<file path="src/logic/boot_irq_regs.svh">
// Constants for the boot-mode latch and external request block
`ifndef BOOT_IRQ_REGS_SVH
`define BOOT_IRQ_REGS_SVH

`define BIRQ_LINES 4
`define BIRQ_LINE_A 0
`define BIRQ_OMW_RESET 4'h0
`define BIRQ_PIN_IDLE 4'hf
`define BIRQ_NONE 4'h0

`endif

</file>
<file path="src/logic/boot_irq_pkg.sv">
// Types shared by the boot-mode latch and its pin synchroniser
`include "boot_irq_regs.svh"

package boot_irq_pkg;

  typedef struct packed {
    logic s1;
    logic s2;
    logic s3;
    logic level;
  } sync_st_t;

  typedef struct packed {
    logic in_reset;
    logic chip_reset;
    logic phase_reset;
    logic [`BIRQ_LINES-1:0] omw;
    logic [`BIRQ_LINES-1:0] prev;
    logic [`BIRQ_LINES-1:0] pend;
    logic [`BIRQ_LINES-1:0] irq;
    logic stop_exit;
  } birq_st_t;

endpackage

</file>
<file path="src/logic/boot_mode_irq.sv">
// Boot operating-mode latch and four external interrupt request inputs
`timescale 1ns/1ps
`include "boot_irq_regs.svh"

module boot_mode_irq
  import boot_irq_pkg::*;
(
  input wire logic i_clk, // Core clock, 50 MHz
  input wire logic i_reset_n, // Hardware reset, active low
  input wire logic i_mode_sel_a_ext_request_a_n, // Mode A / request A pin
  input wire logic i_mode_sel_b_ext_request_b_n, // Mode B / request B pin
  input wire logic i_mode_sel_c_ext_request_c_n, // Mode C / request C pin
  input wire logic i_mode_sel_d_ext_request_d_n, // Mode D / request D pin
  input wire logic [`BIRQ_LINES-1:0] i_irq_enable, // Per-line mask, 1 = enabled
  input wire logic [`BIRQ_LINES-1:0] i_irq_edge, // 1 = falling edge, 0 = level
  input wire logic [`BIRQ_LINES-1:0] i_irq_ack, // Clears latched edge request
  input wire logic i_core_stopped, // Core in stop standby
  output logic [`BIRQ_LINES-1:0] o_operating_mode_word, // Latched boot mode
  output logic [`BIRQ_LINES-1:0] o_irq_req, // Requests to core, active high
  output logic o_stop_exit, // Wake from stop, held high while stopped and line A is low
  output logic o_chip_reset, // Chip held in reset
  output logic o_phase_reset // Phase generator reset
);

  birq_st_t st_r;
  birq_st_t st_nxt;
  logic [`BIRQ_LINES-1:0] pins_raw;
  logic [`BIRQ_LINES-1:0] pins;
  logic [`BIRQ_LINES-1:0] fall;
  logic [`BIRQ_LINES-1:0] active;

  assign pins_raw = {i_mode_sel_d_ext_request_d_n, i_mode_sel_c_ext_request_c_n,
                     i_mode_sel_b_ext_request_b_n, i_mode_sel_a_ext_request_a_n};

  genvar g;
  generate
    for (g = 0; g < `BIRQ_LINES; g++)
    begin : g_sync
      pin_sync3 u_sync (
        .i_clk(i_clk),
        .i_pin(pins_raw[g]),
        .o_level(pins[g])
      );
    end
  endgenerate

  // Pins are active low
  assign active = ~pins;
  assign fall = st_r.prev & ~pins;

  always_comb
  begin
    st_nxt = st_r;
    st_nxt.in_reset = 1'b0;
    st_nxt.chip_reset = 1'b0;
    st_nxt.phase_reset = 1'b0;
    st_nxt.prev = pins;
    st_nxt.stop_exit = 1'b0;
    if (st_r.in_reset)
    begin
      // First cycle after release: sample mode, seed edge history
      st_nxt.omw = pins;
      st_nxt.pend = `BIRQ_NONE;
      st_nxt.irq = `BIRQ_NONE;
    end
    else
    begin
      // Set wins over acknowledge in the same cycle
      st_nxt.pend = (st_r.pend & ~i_irq_ack) | (fall & i_irq_edge);
      st_nxt.irq = i_irq_enable & ((active & ~i_irq_edge) | (st_nxt.pend & i_irq_edge));
      st_nxt.stop_exit = i_core_stopped & active[`BIRQ_LINE_A];
    end
    if (!i_reset_n)
    begin
      st_nxt.in_reset = 1'b1;
      st_nxt.chip_reset = 1'b1;
      st_nxt.phase_reset = 1'b1;
      st_nxt.omw = st_r.omw;
      st_nxt.prev = `BIRQ_PIN_IDLE;
      st_nxt.pend = `BIRQ_NONE;
      st_nxt.irq = `BIRQ_NONE;
      st_nxt.stop_exit = 1'b0;
    end
  end

  // Mode word keeps its value across reset until the release re-samples it
  always_ff @(posedge i_clk)
  begin
    if (!i_reset_n)
    begin
      st_r.in_reset <= 1'b1;
      st_r.chip_reset <= 1'b1;
      st_r.phase_reset <= 1'b1;
      st_r.prev <= `BIRQ_PIN_IDLE;
      st_r.pend <= `BIRQ_NONE;
      st_r.irq <= `BIRQ_NONE;
      st_r.stop_exit <= 1'b0;
      st_r.omw <= st_nxt.omw;
    end
    else
    begin
      st_r <= st_nxt;
    end
  end

  assign o_operating_mode_word = st_r.omw;
  assign o_irq_req = st_r.irq;
  assign o_stop_exit = st_r.stop_exit;
  assign o_chip_reset = st_r.chip_reset;
  assign o_phase_reset = st_r.phase_reset;

  // Checks
  a_mode_capture: assert property (@(posedge i_clk) st_r.in_reset && i_reset_n |=> o_operating_mode_word == $past(pins))
    else $error("mode word not captured at release");
  a_mode_hold: assert property (@(posedge i_clk) !st_r.in_reset |=> $stable(o_operating_mode_word))
    else $error("mode word changed outside release");
  a_reset_quiet: assert property (@(posedge i_clk) !i_reset_n |=> o_irq_req == `BIRQ_NONE && !o_stop_exit)
    else $error("request during reset");
  a_reset_hold: assert property (@(posedge i_clk) !i_reset_n |=> o_chip_reset && o_phase_reset)
    else $error("reset outputs not asserted");
  a_reset_end: assert property (@(posedge i_clk) !i_reset_n ##1 i_reset_n |=> !o_chip_reset && !o_phase_reset)
    else $error("reset outputs stuck");
  a_level_req: assert property (@(posedge i_clk) disable iff (!i_reset_n)
    !st_r.in_reset && i_irq_enable[0] && !i_irq_edge[0] && !pins[0] |=> o_irq_req[0])
    else $error("level request missed");
  a_mask_gate: assert property (@(posedge i_clk) disable iff (!i_reset_n)
    !i_irq_enable[1] |=> !o_irq_req[1])
    else $error("masked request passed");
  a_edge_req: assert property (@(posedge i_clk) disable iff (!i_reset_n)
    !st_r.in_reset && i_irq_edge[2] && i_irq_enable[2] && $fell(pins[2]) ##1
    (i_irq_edge[2] && i_irq_enable[2]) |-> o_irq_req[2])
    else $error("edge request missed");
  a_stop_wake: assert property (@(posedge i_clk) disable iff (!i_reset_n)
    !st_r.in_reset && i_core_stopped && !pins[`BIRQ_LINE_A] |=> o_stop_exit)
    else $error("stop exit missed");
  // Pending edge must keep requesting until acknowledged
  a_edge_keep: assert property (@(posedge i_clk) disable iff (!i_reset_n)
    !st_r.in_reset && st_r.pend[3] && i_irq_edge[3] && i_irq_enable[3] && !i_irq_ack[3] |=> o_irq_req[3])
    else $error("pending edge request lost");
  // A fall that meets an acknowledge must not be dropped
  a_ack_set_wins: assert property (@(posedge i_clk) disable iff (!i_reset_n)
    !st_r.in_reset && fall[3] && i_irq_edge[3] && i_irq_enable[3] && i_irq_ack[3] |=> o_irq_req[3])
    else $error("edge lost to acknowledge");
  c_release: cover property (@(posedge i_clk) !i_reset_n ##1 i_reset_n ##1 o_operating_mode_word != `BIRQ_OMW_RESET);
  c_level_irq: cover property (@(posedge i_clk) !i_irq_edge[2] && o_irq_req[2]);
  c_ack_seen: cover property (@(posedge i_clk) i_irq_ack[3] && st_r.pend[3]);
  c_edge_irq: cover property (@(posedge i_clk) i_irq_edge[0] && o_irq_req[0]);
  c_wake: cover property (@(posedge i_clk) o_stop_exit);

endmodule

</file>
<file path="src/logic/pin_sync3.sv">
// Three-stage pin synchroniser with agreement filter
`timescale 1ns/1ps

module pin_sync3
  import boot_irq_pkg::*;
(
  input wire logic i_clk, // Core clock
  input wire logic i_pin, // Asynchronous pin level
  output logic o_level // Filtered, synchronised level
);

  sync_st_t st_r;
  sync_st_t st_nxt;

  // No reset here: the mode code must flow through while reset is held
  always_comb
  begin
    st_nxt = st_r;
    st_nxt.s1 = i_pin;
    st_nxt.s2 = st_r.s1;
    st_nxt.s3 = st_r.s2;
    if (st_r.s2 == st_r.s3)
    begin
      st_nxt.level = st_r.s3;
    end
  end

  always_ff @(posedge i_clk)
  begin
    st_r <= st_nxt;
  end

  assign o_level = st_r.level;

endmodule

</file>
<file path="config.mk">
export PLATFORM = sky130hd
export DESIGN_NAME = boot_mode_irq
export DESIGN_NICKNAME = d
export VERILOG_FILES = /design/src/logic/boot_irq_pkg.sv /design/src/logic/boot_mode_irq.sv /design/src/logic/pin_sync3.sv
export VERILOG_INCLUDE_DIRS = /design/src /design/src/logic
export SDC_FILE = /design/constraint.sdc
export NUM_CORES = 1
export LEC_CHECK = 0
export BUFFER_PORTS_ARGS = -buffer_cell sky130_fd_sc_hd__buf_2
export CAP_MARGIN = 20
export CORE_MARGIN = 2
export CORE_UTILIZATION = 25
export CTS_CLUSTER_SIZE = 12
export DETAILED_ROUTE_END_ITERATION = 8
export SYNTH_ARGS = -nofsm -noshare
export SYNTH_HDL_FRONTEND = slang
export SYNTH_HIERARCHICAL = 1
export SYNTH_SLANG_ARGS = --single-unit
</file>
<file path="constraint.sdc">
create_clock -name i_clk -period 1 [get_ports i_clk]
set_input_delay 0.15 -clock i_clk [delete_from_list [all_inputs] [get_ports i_clk]]
set_output_delay 0.15 -clock i_clk [all_outputs]
set_load 0.005 [all_outputs]
</file>
* Yosys cells after proc, flatten, opt, wreduce, memory -nomap -nowiden
Cells that the tools add are included.
** Word-level totals
- Bits in registers :: 36
- Input port bits :: 19
** Cells by class
- Equality and inequality tests :: 4
- Muxes and demuxes :: 4
- Bitwise operators :: 13
- Reductions and logical operators :: 1
** Operators with widths (number)
- 4-bit AND :: 6
- 20-bit 2-to-1 mux :: 1
- 4-bit inverter :: 3
- 8-bit 2-to-1 mux :: 1
- 4-bit OR :: 2
- 1-bit == test :: 4
- 4-bit 2-to-1 mux :: 1
- 2-bit OR reduction :: 1
- 1-bit AND :: 1
- 1-bit 2-to-1 mux :: 1
- 1-bit inverter :: 1

* Logic depth before layout (Yosys ltp)
- Word-level depth :: 9
- Gate-level depth with buffers :: 3

* Cells and area by module
The synthesis kept the hierarchy.
** By module, submodules not included
- boot_mode_irq :: times used 1, cells each 64, area an instance 688.2 um^2
- pin_sync3 :: times used 4, cells each 5, area an instance 98.8 um^2

* Least setup slack after synthesis
OpenSTA, ideal clock, no wires.
- Path type :: register -> register
- Start :: register st_r[19] (netlist bit)
- End :: register st_r (netlist bit o_operating_mode_word[0]), enable pin
- Library setup time :: 0.309 ns
- Arrival time :: 0.602 ns
- Setup slack :: 0.090 ns
- Stages on the path, launching flop included :: 2
- Buffers on the path :: 0
- Period minus slack after synthesis :: 0.910 ns
- Cells stage by stage :: dfxtp_1 and2_1
** On the way
- Longest elaborated chain between the ends :: 2
** Ends and longest elaborated chain
- start: declaration :: RTL line boot_mode_irq.sv:25 : birq_st_t st_r;
- start signal: assignment :: RTL line boot_mode_irq.sv:102 : st_r <= st_nxt;
- 4-bit 2-to-1 mux :: RTL line boot_mode_irq.sv:59 : if (st_r.in_reset)
- 20-bit 2-to-1 mux :: RTL line boot_mode_irq.sv:73 : if (!i_reset_n)
Every way passes these cells.
A chain may end at the register's enable or synchronous reset.

==> flow_metrics.py <==
metrics = {
    "critical_path": {
        "critPathTopFamily": "flip-flops",
        "start_kind": "register",
        "r2r_start": "st_r[19]$_SDFF_PN1_",
        "rr_worst_depth": 1,
        "critPathMaxStageDelay_ps": 380,
        "worstSetupPathType": "register to output pin",
        "path_buf_inv": 1,
        "crit_path_end_kind": "output pin",
        "cp_max_fo": 6,
        "rrSetupSlack_ps": 80,
        "crit_cells": 1,
        "endpoint": "o_phase_reset",
        "worstPathArrival_ps": 810,
        "worst_r2r_endpoint": "o_operating_mode_word[3]$_DFFE_PP_",
        "slowest_stage": "dfxtp_2",
        "worstSetupStartpoint": "st_r[19]$_SDFF_PN1_",
        "path_cells": "buf_2",
        "required_ps": 850,
    },
    "floorplan": {
        "fp.dieH_microns": 69.8,
        "io_pins": 30,
        "fp-row-count": 23,
        "chipWidth_microns": 69.8,
        "dieArea_sq_um": 4880,
        "initial_core_util": 0.265,
        "core_area_sq_um": 4090,
    },
    "timing": {
        "finalClockSkew_ps": 6.19,
        "hold_violations": 0,
        "layout_worst_path_cycle_share": 0.955,
        "fin_crit_ps": 955,
        "setup_viol": 0,
        "slew_violations": 0,
        "setup_tns_ps": 0,
        "slew_headroom": 0.876,
        "clock.fmax_ghz": 1.05,
        "tightest_slew_ps": 186,
        "rsz0062_at_grt": "no",
    },
    "power_and_ir_drop": {
        "total_power_uw": 2750,
        "p_leak_uw": 0.000586,
        "vdd.ir_drop.worst_v": 0.000694,
        "powerDensity_nw_per_um2": 2010,
    },
    "final_layout": {
        "area_growth_pct": 26.0,
        "fin_cells": 166,
        "n_antenna_cell": 0,
        "final_nets": 134,
        "fin_util": 0.334,
        "drive_above_1_share": 0.336,
    },
    "global_routing": {
        "track_usage": 0.0855,
        "grt_max_degree": 11,
        "grt_overflow_total": 0,
        "grt_pass1_wl_mm": 3.05,
        "first_global_vias": 707,
        "antenna_found_initial": 0,
    },
    "placement": {
        "place.port_buffers": 29,
        "dp_hpwl_mm": 1.36,
        "gp_congestion": 0.648,
        "dp.cells": 154,
    },
    "logic_synthesis": {
        "yosys.cell_types.count": 15,
        "yosys_warnings": 6,
        "avgSynthCellArea_sq_um": 12.9,
        "synthAdderAreaFrac": 0,
        "synth_top_area_frac": 0.480,
        "syn_area_sq_um": 1080,
        "postSynthCellCount": 84,
        "synthTopCellsByArea": "dfxtp_1 48%, edfxtp_1 22%, buf_4 6.2%",
        "synthesis.nets": 103,
        "synth_area_leader_cell": "dfxtp_1",
        "synth_top_family_by_area": "simple AND/OR/NAND/NOR gates",
        "synth_compound_area_frac": 0.0416,
        "synth-xor-area-share": 0.0323,
        "synth-simple-area-share": 0.144,
        "synth-seq-area-share": 0.702,
        "ys_ff_latch": 34,
        "synth_mux_area_frac": 0,
    },
    "drt": {
        "wl_per_cell_microns": 11.1,
        "ant_nets": 0,
        "avgViaCountPerCell": 3.98,
        "routed_wl_mm": 1.84,
        "drc": 0,
        "drt_first_pass_iters": 4,
        "drt_iter0_drc": 17,
        "vias": 661,
    },
    "cts": {
        "clockBufferDepth": 2,
        "cts_sinks": 34,
        "root_buffer": "clkbuf_8",
        "clk_pin_slew_ps": 70,
        "numCtsBuffers": 5,
        "htree_levels": 2,
        "cts_tree": "yes",
        "clock_latency_ps": 280,
    },
    "worst_hold_path": {
        "hp-class": "input port to register",
    },
    "status": {
        "status": "finished, final reports clean",
    },
    "flow_run": {
        "drv_cap": 0,
    },
}
[cell usage in the layout (no fill, tap or decap), types with 4 or more instances in the layout]
| cell type | synthesis | routed |
|---|---|---|
| o22ai_1 | 4 | 4 |
| inv_1 | 4 | 4 |
| buf_2 | 0 | 29 |
| a21oi_1 | 4 | 4 |
| xnor2_1 | 4 | 4 |
| nand2b_1 | 9 | 9 |
| nand3b_1 | 4 | 4 |
| dlygate4sd3_1 | 0 | 4 |
| clkbuf_8 | 0 | 7 |
| dfxtp_1 | 26 | 25 |
| nor2b_1 | 4 | 4 |
| edfxtp_1 | 8 | 8 |
| and3_1 | 4 | 4 |
[repair_timing]
action	CTS	global route
endpoints found under the setup margin	2	0
buffers inserted	0	0
hold buffers	4	0
hold endpoints to repair	4	0
resized for setup	1	0
[how the worst min path moves through the flow]
stage / from / to / slack [ps] / cells past startpoint
3_5_place_dp: i_mode_sel_a_ext_request_a_n / g_sync[0].u_sync/st_nxt[2]$_DFF_P_ / 250 / 1
6_report: i_irq_enable[1] / o_irq_req[1]$_SDFF_PP0_ / 100 / 2
4_1_cts: i_irq_enable[1] / o_irq_req[1]$_SDFF_PP0_ / 90 / 2
2_1_floorplan: i_mode_sel_a_ext_request_a_n / g_sync[0].u_sync/st_nxt[2]$_DFF_P_ / 180 / 0
5_1_grt: i_irq_enable[1] / o_irq_req[1]$_SDFF_PP0_ / 90 / 2
3_3_place_gp: i_mode_sel_c_ext_request_c_n / g_sync[2].u_sync/st_nxt[2]$_DFF_P_ / 250 / 1
[final cells by class]
| cell class | instances | area, sq um |
|---|---|---|
| clock buffer | 7 | 96.3 |
| clock inverter | 1 | 3.75 |
| fill | 426 | 2720 |
| inverter | 5 | 18.8 |
| multi-input combinational | 36 | 236 |
| sequential | 34 | 762 |
| tap | 50 | 62.6 |
| timing repair buffer | 33 | 185 |
[layer usage]
metal	part of all wire	track usage	vias to the layer above
li1	-	-	331
met1	0.36	0.0721	300
met2	0.50	0.142	25
met3	0.11	0.0552	5
met4	0.026	0.0641	0
met5	0	0	-
[cell families after synthesis]
group                  count (synthesis)
flip-flops                            34
AND/OR/NAND/NOR                       24
buffers and inverters                 14
AO/OA/AOI/OAI                          8
XOR/XNOR                               4
[synth_stat cells]
cell type	number
dfxtp_1	26
buf_4	9
nand2b_1	9
edfxtp_1	8
a21oi_1	4
and3_1	4
inv_1	4
nand3b_1	4
nor2b_1	4
o22ai_1	4
xnor2_1	4
and2_1	1
inv_2	1
nor2_2	1
nor3b_1	1
[power breakdown]
part	internal, uW	switching [uW]
Clock	618	458
Sequential	1480	36.9
Combinational	90.4	60.8
[per-stage QoR]
step	setup WS [ps]	area [sq um]	hold slack, ps
global route	8.83	1370	89.9
floorplan	89.5	1080	178
CTS	41.2	1370	86.0
finish	44.6	1370	100
detailed placement	31.0	1220	254
global placement	101	1220	252
[state kept, by name, summed over array words and instances, names as in the netlist]
register	cells
st_r	9
g_sync.u_sync/st_nxt	8
g_sync.u_sync/o_level	4
g_sync.u_sync/st_r	4
o_irq_req	4
o_operating_mode_word	4
o_stop_exit	1
Power figures use the tool's default switching activity.
